## src/design/sld_pkg.sv

```systemverilog
/*
  Constants shared by the serial-in latched driver core and its pin synchroniser.
  Assumes one 100 MHz system clock; all four control pins are asynchronous to it.
*/
// Functional notes
// Rising shift clock loads serial data into first shift stage.
// Each rising shift clock moves all bits one stage toward cascade output.
// Host sets serial data before raising the shift clock.
// Strobe high copies all eight shift stages into the eight latch bits.
// Latch stays transparent, following shift contents, while strobe stays high.
// Strobe low keeps latch contents unchanged.
// Output enable low drives each output from its latch bit.
// Output enable high forces all eight outputs low.
// Output enable never alters shift register or latch contents.
// Host with strobe tied high should hold output enable high while loading.
// Cascade output changes only at rising shift clock edges, stable between.
package sld_pkg;
  localparam int STAGES = 8;
  localparam int SYNC_DEPTH = 3;
  localparam int NPIN = 4;
  localparam int IDX_DATA = 0;
  localparam int IDX_SCLK = 1;
  localparam int IDX_STB = 2;
  localparam int IDX_OEN = 3;
  localparam logic [STAGES-1:0] STAGE_RST = 8'h00;
  localparam logic [STAGES-1:0] OUT_OFF = 8'h00;
  localparam logic [NPIN-1:0] PIN_RST = 4'h0;
endpackage

```

## src/design/sld_pin_if.sv

```systemverilog
/*
  Interface carrying the filtered control pin levels from the synchroniser to the core.
  Assumes both ends run on the same system clock.
*/
`timescale 1ns/1ps
interface sld_pin_if;
  logic [sld_pkg::NPIN-1:0] lvl;
  modport src (output lvl);
  modport dst (input lvl);
endinterface // sld_pin_if

```

## src/design/sld_sync.sv

```systemverilog
/*
  Three-flop synchroniser with agreement filter for the asynchronous control pins.
  Assumes pins are quasi-static compared with the 10 ns system clock.
*/
`timescale 1ns/1ps
module sld_sync (
  input wire logic clk,
  input wire logic rst_n,
  input wire logic [sld_pkg::NPIN-1:0] raw,
  sld_pin_if.src pins
);
  // One chain per pin; level only moves when stages two and three agree
  genvar i;
  generate
    for (i = 0; i < sld_pkg::NPIN; i++) begin : g_pin
      logic s1_r;
      logic s2_r;
      logic s3_r;
      logic filt_r;
      always_ff @(posedge clk) begin
        if (!rst_n) begin
          s1_r <= sld_pkg::PIN_RST[i];
          s2_r <= sld_pkg::PIN_RST[i];
          s3_r <= sld_pkg::PIN_RST[i];
          filt_r <= sld_pkg::PIN_RST[i];
        end else begin
          s1_r <= raw[i];
          s2_r <= s1_r;
          s3_r <= s2_r;
          if (s2_r == s3_r) begin // Agreement rejects a metastable settle
            filt_r <= s3_r;
          end
        end
      end
      assign pins.lvl[i] = filt_r;
    end
  endgenerate
endmodule // sld_sync

```

## src/design/sld_top.sv

```systemverilog
/*
  Eight-stage serial-in shift register, strobed transparent latch and gated outputs.
  Assumes the host drives data, shift clock, strobe and output enable as slow pins.
*/
`timescale 1ns/1ps
module sld_top (
  input wire logic clk,
  input wire logic rst_n,
  input wire logic ser_in,
  input wire logic shift_clk,
  input wire logic strobe,
  input wire logic out_en_n,
  output logic ser_out,
  output logic [sld_pkg::STAGES-1:0] drv_out
);
  sld_pin_if pins ();
  logic sclk_prev_r;
  logic rise;
  logic data;
  logic stb;
  logic oe_n;
  logic [sld_pkg::STAGES-1:0] shift_r;
  logic [sld_pkg::STAGES-1:0] shift_nxt;
  logic [sld_pkg::STAGES-1:0] latch_r;
  logic [sld_pkg::STAGES-1:0] latch_nxt;
  logic ser_out_r;
  logic [sld_pkg::STAGES-1:0] drv_out_r;

  sld_sync u_sync (
    .clk (clk),
    .rst_n (rst_n),
    .raw ({out_en_n, strobe, shift_clk, ser_in}),
    .pins (pins.src)
  );

  // Filtered pin levels
  assign data = pins.lvl[sld_pkg::IDX_DATA];
  assign stb = pins.lvl[sld_pkg::IDX_STB];
  assign oe_n = pins.lvl[sld_pkg::IDX_OEN];
  // Data and clock share the same latency, so host setup order is preserved
  assign rise = pins.lvl[sld_pkg::IDX_SCLK] & ~sclk_prev_r;

  // Shift clock edge finder
  always_ff @(posedge clk) begin
    if (!rst_n) begin
      sclk_prev_r <= 1'b0;
    end else begin
      sclk_prev_r <= pins.lvl[sld_pkg::IDX_SCLK];
    end
  end

  // Next shift contents: stage 0 takes data, the rest move toward stage 7
  always_comb begin
    shift_nxt = shift_r;
    if (rise) begin
      shift_nxt = {shift_r[sld_pkg::STAGES-2:0], data};
    end
  end

  // Latch follows the fresh shift value so transparency has no extra lag
  always_comb begin
    latch_nxt = latch_r;
    if (stb) begin
      latch_nxt = shift_nxt;
    end
  end

  // Shift register and cascade stage; output enable is not a term here
  always_ff @(posedge clk) begin
    if (!rst_n) begin
      shift_r <= sld_pkg::STAGE_RST;
      ser_out_r <= 1'b0;
    end else begin
      shift_r <= shift_nxt;
      ser_out_r <= shift_nxt[sld_pkg::STAGES-1];
    end
  end

  // Latch
  always_ff @(posedge clk) begin
    if (!rst_n) begin
      latch_r <= sld_pkg::STAGE_RST;
    end else begin
      latch_r <= latch_nxt;
    end
  end

  // Output gating; disabled outputs sit low, never floating
  always_ff @(posedge clk) begin
    if (!rst_n) begin
      drv_out_r <= sld_pkg::OUT_OFF;
    end else if (oe_n) begin
      drv_out_r <= sld_pkg::OUT_OFF;
    end else begin
      drv_out_r <= latch_nxt;
    end
  end

  assign ser_out = ser_out_r;
  assign drv_out = drv_out_r;
endmodule // sld_top

```

## config.mk

```make
export PLATFORM = sky130hd
export DESIGN_NAME = sld_top
export DESIGN_NICKNAME = d
export VERILOG_FILES = /design/src/design/sld_pkg.sv /design/src/design/sld_pin_if.sv /design/src/design/sld_sync.sv /design/src/design/sld_top.sv
export SDC_FILE = /design/constraint.sdc
export NUM_CORES = 1
export LEC_CHECK = 0
export ABC_CLOCK_PERIOD_IN_PS = 1290
export BUFFER_PORTS_ARGS = -buffer_cell sky130_fd_sc_hd__buf_4
export CAP_MARGIN = 20
export CORE_ASPECT_RATIO = 1.4
export CORE_MARGIN = 2
export CORE_UTILIZATION = 45
export CTS_CLUSTER_SIZE = 20
export DETAILED_ROUTE_END_ITERATION = 6
export PLACE_DENSITY = 0.74
export REMOVE_ABC_BUFFERS = 1
export SYNTH_ARGS = -nofsm -noshare
export SYNTH_HDL_FRONTEND = slang
export SYNTH_SLANG_ARGS = --single-unit
export TNS_END_PERCENT = 5
```

## constraint.sdc

```tcl
create_clock -name clk -period 1.29 [get_ports clk]
set_input_delay 0.258 -clock clk [delete_from_list [all_inputs] [get_ports clk]]
set_output_delay 0.258 -clock clk [all_outputs]
set_load 0.02 [all_outputs]
```

---- Word level (Yosys, flattened, before mapping) ----
Cells that the tools add are included.
cells by class
  multiplexer cells ....................... 2
  bitwise logic cells ..................... 3
  eq/ne operators ......................... 4
  reduce and logical (&&, ||, !) cells .... 1
operators by type and width
  operator             number
  8-bit 2-to-1 mux     2
  1-bit equality test  4
  1-bit inverter       2
  2-bit OR reduction   1
  1-bit bitwise AND    1
storage, ports and cells
  word-level logic and storage cells ...... 31
  input bits .............................. 6
  register bits ........................... 42
  output and inout bits ................... 9

---- Logic depth before layout (Yosys ltp) ----
Gate-level depths: netlist (run 1).
  word-level depth ........................ 4
  gate-level depth with buffers ........... 4
  mapped depth without buffers ............ 3

---- Modules after synthesis ----
From an unflattened synthesis (run 1), not the netlist that was laid out.
unflattened totals
  cells, all modules ...................... 126
  area total of the unflattened synthesis .. 1358.8 um^2
by module, submodules not included
  module    area an instance (um^2)  cells each  seq. area each (um^2)  instances
  sld_top   847.1                    81          500.5                  1
  sld_sync  511.7                    45          320.3                  1

---- Least setup slack after synthesis (run 1) ----
Ideal clock, no wire load.
  path type ............................... flip-flop to flip-flop
  start point ............................. register sclk_prev_r
  end point ............................... register drv_out_r (netlist bit drv_out[0])
  data arrival time ....................... 0.926 ns
  path buffers ............................ 1
  cell stages (with the launch flop) ...... 5
  library setup time ...................... 0.133 ns
  path slack .............................. 0.232 ns
  data required time ...................... 1.157 ns
  clock period less this slack ............ 1.058 ns
  path through ............................ dfxtp_1 and2b_1 buf_6 mux2i_1 a21oi_1
on the way
  cells in the longest elaborated chain, start to end .. 4
RTL lines
  what                    line           text
  from (decl)             sld_top.sv:17  logic sclk_prev_r;
  from (signal assigned)  sld_top.sv:48  sclk_prev_r <= pins.lvl[sld_pkg::IDX_SCLK];
  1-bit inverter          sld_top.sv:41  assign rise = pins.lvl[sld_pkg::IDX_SCLK] & ~sclk_prev_r;
  1-bit bitwise AND       sld_top.sv:41
  8-bit 2-to-1 mux        sld_top.sv:55  if (rise) begin
  8-bit 2-to-1 mux        sld_top.sv:63  if (stb) begin
  to (signal assigned)    sld_top.sv:91  drv_out_r <= sld_pkg::OUT_OFF;
  to (signal assigned)    sld_top.sv:93  drv_out_r <= sld_pkg::OUT_OFF;
  to (signal assigned)    sld_top.sv:95  drv_out_r <= latch_nxt;
  to (decl)               sld_top.sv:27  logic [sld_pkg::STAGES-1:0] drv_out_r;
No other way between the ends.
A chain may end at the register's enable or synchronous reset.

---- Worst setup path after layout (run 1) ----
  start point ............................. register u_sync.g_pin[1].filt_r
  end point ............................... register drv_out_r (netlist bit drv_out[4])
on the way
  cells in the longest elaborated chain, start to end .. 3
RTL lines
  what                    line            text
  from (decl)             sld_sync.sv:19  logic filt_r;
  from (signal assigned)  sld_sync.sv:25  filt_r <= sld_pkg::PIN_RST[i];
  from (signal assigned)  sld_sync.sv:31  filt_r <= s3_r;
  1-bit bitwise AND       sld_top.sv:41
  8-bit 2-to-1 mux        sld_top.sv:55
  8-bit 2-to-1 mux        sld_top.sv:63
No other way between the ends.

==> results.toml, run 1 <==
[outcome]
status = "complete, no violations"

[cts]
clockBufferDepth = 2
postCtsHoldBufs = 0
h-tree-depth = 2
cts.clk_slew.worst_paths_ns = 0.07
cts_sinks = 41
cts_root_buf = "clkbuf_8"
post-cts-setup-buffer-count = 0
cts.repair.resized = 0
cts_tree = "built"
clk_latency_ns = 0.28
cts_buffers = 5

[synth]
syn-cell-area_um2 = 1310
yosysTopAreaCell = "dfxtp_1"
synth_area_leaders = "dfxtp_1 (63%), o21ai_0 (7.6%), a21oi_1 (6.1%), mux2i_1 (6.1%), and2_1 (5.7%)"
synth_cell_types = 14
syn_area_per_cell_um2 = 10.6
synth_warnings = 0
syn_inst = 123
synth_seq_cells = 41
yosys.area.top_type_share_pct = 62.7
ys_seq_area_share_pct = 62.7

[timing]
setup-tns-final_ns = 0
fmax_mhz = 833
worstMarginPinSlew_ns = 0.264
rsz0062_at_grt = "false"
slew-limit-headroom_pct = 81.9
period_needed_ns = 1.20
fin_crit_sh_pct = 93.0
final-setup-viol-count = 0
fin_skew_ns = 0.00226
slew_viol_final = 0
finalWorstSetupSlack_ns = 0.0901
hold_viol = 0

[floorplanning]
initial_utilization_pct = 46.4
die_w_um = 49.6
coreArea_um2 = 2820
die_y_um = 67.8
boundaryPins = 15
die_area_um2 = 3360
fp-row-count = 23

[finish]
diodes = 0
layout.nets = 146
final_common_cell = "dfxtp_1"
final_util_pct = 54.8
final_cell_mix = "dfxtp_1 (41), o21ai_0 (20), a21oi_1 (16), buf_4 (16), and2_1 (12)"
synthToLayoutAreaGrowth_pct = 18.2
drive_gt1_share_pct = 17.1
n_fill_cell = 277

[global_route]
grt_pass1_wl_um = 3390
antenna_found_initial = 0
grt.total_usage_pct = 13.9
first_global_vias = 795
grt_max_degree = 33
overflow = 0

[place]
dp_hpwl_um = 1330
io_buffers = 14
place_congestion = 0.736
dpl_worst_slack_ns = 0.114

[detailed_routing]
wl_per_cell_um = 11.1
drt_pass1_iterations = 3
via_count = 850
drc = 0
wirelength_um = 1970
ant_nets = 0
drtIter0Drc = 17
drt-vias-per-instance = 4.80

[setup_path]
startpoint_type = "flip-flop"
crit_fanout = 8
crit_path_end_kind = "flip-flop"
cp_data_arrival_time_ns = 1.36
r2r_cells = 4
critical_path_class = "reg2reg"
required_ns = 1.45

[min_path]
min-delay-path-class = "in2reg"
hold_depth = 2

[power_and_ir_drop]
peakVddDrop_uv = 872
powerDensity_nw_per_um2 = 1390
p_leak_nw = 0.594

[run]
drv_cap = 0
-- Yosys cell counts --
cell type,instances
a21boi_0,4
nand2_1,4
a21oi_1,16
and2_2,1
clkbuf_1,4
and2b_1,2
dfxtp_1,41
buf_1,1
buf_6,1
mux2i_1,8
nor2b_1,8
o21ai_0,20
buf_2,1
and2_1,12
-- final timing paths --
kind	start	endpoint	slack [ns]
max	u_sync.g_pin[1].filt_r	drv_out[4]	0.09
min	shift_clk	u_sync.g_pin[1].s1_r	0.18
max reg2reg	u_sync.g_pin[1].filt_r	drv_out[4]	0.09
min reg2reg	u_sync.g_pin[0].s1_r	u_sync.g_pin[0].s2_r	0.44
-- final cells by class --
cell class | count | area, um2 | area share [%]
Sequential cell | 41 | 821 | 53.1
Clock buffer | 7 | 86.3 | 5.58
Tap cell | 37 | 46.3 | 2.99
Multi-Input combinational cell | 75 | 453 | 29.3
Timing Repair Buffer | 17 | 140 | 9.06
-- sequential cells by signal (all words and copies together) (netlist names) --
| signal | cells |
|---|---|
| drv_out | 8 |
| latch_r | 8 |
| shift_r | 8 |
| u_sync.g_pin.filt_r | 4 |
| u_sync.g_pin.s1_r | 4 |
| u_sync.g_pin.s2_r | 4 |
| u_sync.g_pin.s3_r | 4 |
| sclk_prev_r | 1 |
-- where the power goes --
group	internal, mW	leakage (nW)	switching [mW]
Sequential	1.28	0.332	0.00579
Combinational	0.0286	0.217	0.0236
Clock	0.424	0.0443	0.380
Total	1.74	0.594	0.410
-- layer usage --
layer / track usage, % / wire (um) / up-vias
li1: - / - / 446
met1: 15.1 / 881 / 386
met2: 22.3 / 944 / 13
met3: 6.55 / 86 / 5
met4: 8.33 / 52 / 0
met5: 0 / 0 / -
-- per-stage QoR --
stage | hold slack, ns | cell area [um2] | cells | power, mW
2_1_floorplan | 0.380 | 1270 | 116 | 1.34
3_3_place_gp | 0.416 | 1460 | 170 | 1.37
3_5_place_dp | 0.423 | 1460 | 170 | 1.37
4_1_cts | 0.169 | 1550 | 177 | 2.17
5_1_grt | 0.167 | 1550 | 177 | 2.22
6_report | 0.179 | 1550 | 177 | 2.15
-- critical path, cell delays in order (launching register included) --
cell,delay [ns]
dfxtp_1,0.35
and2b_1,0.18
buf_12,0.14
mux2i_1,0.29
a21oi_1,0.12
-- cells by family (layout without fill, tap and decap cells) --
group                  after synthesis  in the layout  share of synthesized area, %
AOI/OAI and AO/OA                   40             40                          16.1
muxes                                8              8                          6.12
and+or+nand+nor                     27             27                          12.4
DFF                                 41             41                          62.7
buffers and inverters                7             24                          2.68
Power figures use the tool's default switching activity.
==> run 2: changes to the inputs <==
RECOVER_POWER = 50   (was default)
SETUP_SLACK_MARGIN = 0.1   (was default)
==> run 2 against run 1 <==
  * Critical path depth is the same
  * Clock power grew 1%
  * Register-to-register slack is essentially flat
  * First-iteration DRC count shrank 24%
  * Count of clock-buffer cells in the layout is the same
  * Sequential cell count is the same
  * Combinational power shrank 3.8%
  * Non-clock buffer count is the same
  * Cell count is the same
  * Sequential power is essentially flat
==> results.toml, run 2 (synthesis results as in run 1) <==
[detailed_routing]
wl_per_cell_um = 12.2
drc = 0
via_count = 864
drt_pass1_iterations = 4
ant_nets = 0
drtIter0Drc = 13
wirelength_um = 2150
drt-vias-per-instance = 4.88

[power_and_ir_drop]
p_switching_mw = 0.419
p_leak_nw = 0.565
clockPowerShare_pct = 37.8
p_seq_share_pct = 59.9
sw_frac_of_total_pct = 19.5
peakVddDrop_uv = 861
powerDensity_nw_per_um2 = 1320
p_comb_share_pct = 2.3
p_int_mw = 1.73
design_power_total_mw = 2.15

[cts]
cts_tree = "built"
cts_sinks = 41
clockBufferDepth = 2
postCtsHoldBufs = 0
h-tree-depth = 2
clk_latency_ns = 0.28
cts_root_buf = "clkbuf_8"
cts_buffers = 5
cts.clk_slew.worst_paths_ns = 0.07

[global_route]
grt.total_usage_pct = 14.0
grt_max_degree = 33
antenna_found_initial = 0
overflow = 0
grt_pass1_wl_um = 3390
first_global_vias = 795

[min_path]
min-delay-path-class = "in2reg"
holdCritStartpoint = "ser_in"

[floorplanning]
die_w_um = 49.6
coreArea_um2 = 2820
die_area_um2 = 3360
die_y_um = 67.8
boundaryPins = 15
initial_utilization_pct = 46.4
fp-row-count = 23

[setup_path]
cp_data_arrival_time_ns = 1.37
crit_fanout = 8
startpoint_type = "flip-flop"
crit_path_end_kind = "flip-flop"
slowest_stage = "mux2i_4"
max_stage_delay_ns = 0.30
reg2reg_from = "sclk_prev_r"
crit_path_cell_trace = "and2b_1 > buf_12 > mux2i_4 > a21oi_2"
critical_path_class = "reg2reg"
startpoint = "sclk_prev_r"
required_ns = 1.46

[timing]
hold_viol = 0
final-setup-viol-count = 0
worstMarginPinSlew_ns = 0.516
rsz0062_at_grt = "true"
worst_hold_slack_ns = 0.180
fin_skew_ns = 0.00427
fin_crit_sh_pct = 93.1
fmax_mhz = 832
slew_viol_final = 0
period_needed_ns = 1.20
slew-limit-headroom_pct = 65.6

[place]
dp_hpwl_um = 1330
place_congestion = 0.736
io_buffers = 14

[finish]
final_cell_mix = "dfxtp_1 (40), o21ai_0 (20), a21oi_1 (10), clkbuf_1 (10)"
diodes = 0
drive_gt1_share_pct = 21.4
layout.nets = 146
synthToLayoutAreaGrowth_pct = 24.9
final_common_cell = "dfxtp_1"

[outcome]
status = "complete, no violations"

[run]
drv_cap = 0
## run 2: through the flow
stage	util [%]	cells	setup TNS [ns]	instance area, um2	worst slack (ns)
4_1_cts	55.0	177	0	1550	0.0988
3_3_place_gp	51.8	170	0	1460	0.140
2_1_floorplan	-	116	0	1270	0.0960
5_1_grt	57.9	177	-0.00383	1630	-0.00383
6_report	57.9	177	0	1630	0.0884
3_5_place_dp	51.8	170	0	1460	0.114
## run 2: final timing paths
kind,end,slack [ns],cells past startpoint
max reg2reg,drv_out[2],0.09,4
min,u_sync.g_pin[0].s1_r,0.18,2
max,drv_out[2],0.09,4
min reg2reg,u_sync.g_pin[1].s2_r,0.44,1
## run 2: power by group through the flow
stage	combinational, mW	clock (mW)	sequential (mW)
final	0.0502	0.812	1.29
after global routing	0.0563	0.874	1.29
after CTS	0.0531	0.830	1.29
after detailed placement	0.0530	0	1.32
after global placement	0.0517	0	1.32
after floorplan	0.0205	0	1.32
## run 2: metal layers
metal  track usage (%)  vias up  wire length [um]
li1                  -      447                 -
met4              8.33        0                68
met5                 0        -                 0
met1              15.1      395               931
met2              22.3       14              1080
met3              6.55        8                69
## run 2: final cells by class
| type | count | area, um2 |
|---|---|---|
| sequential | 41 | 822 |
| fill | 263 | 1190 |
| multi-input combinational | 75 | 576 |
| tap | 37 | 46.3 |
| timing repair buffer | 17 | 104 |
| clock buffer | 7 | 86.3 |
## run 2: what timing repair did
action | CTS | global route
endpoints found under the setup margin | 3 | 22
resized for setup | 1 | 22
setup buffers | 0 | 0
pin swaps | 0 | 5
## run 2: worst max-delay path, delay by kind of cell (launching register included)
kind,cells,cell delay [ns]
mux,1,0.30
buf+inv,1,0.18
simple gates,1,0.22
compound gates,1,0.09
flops,1,0.29
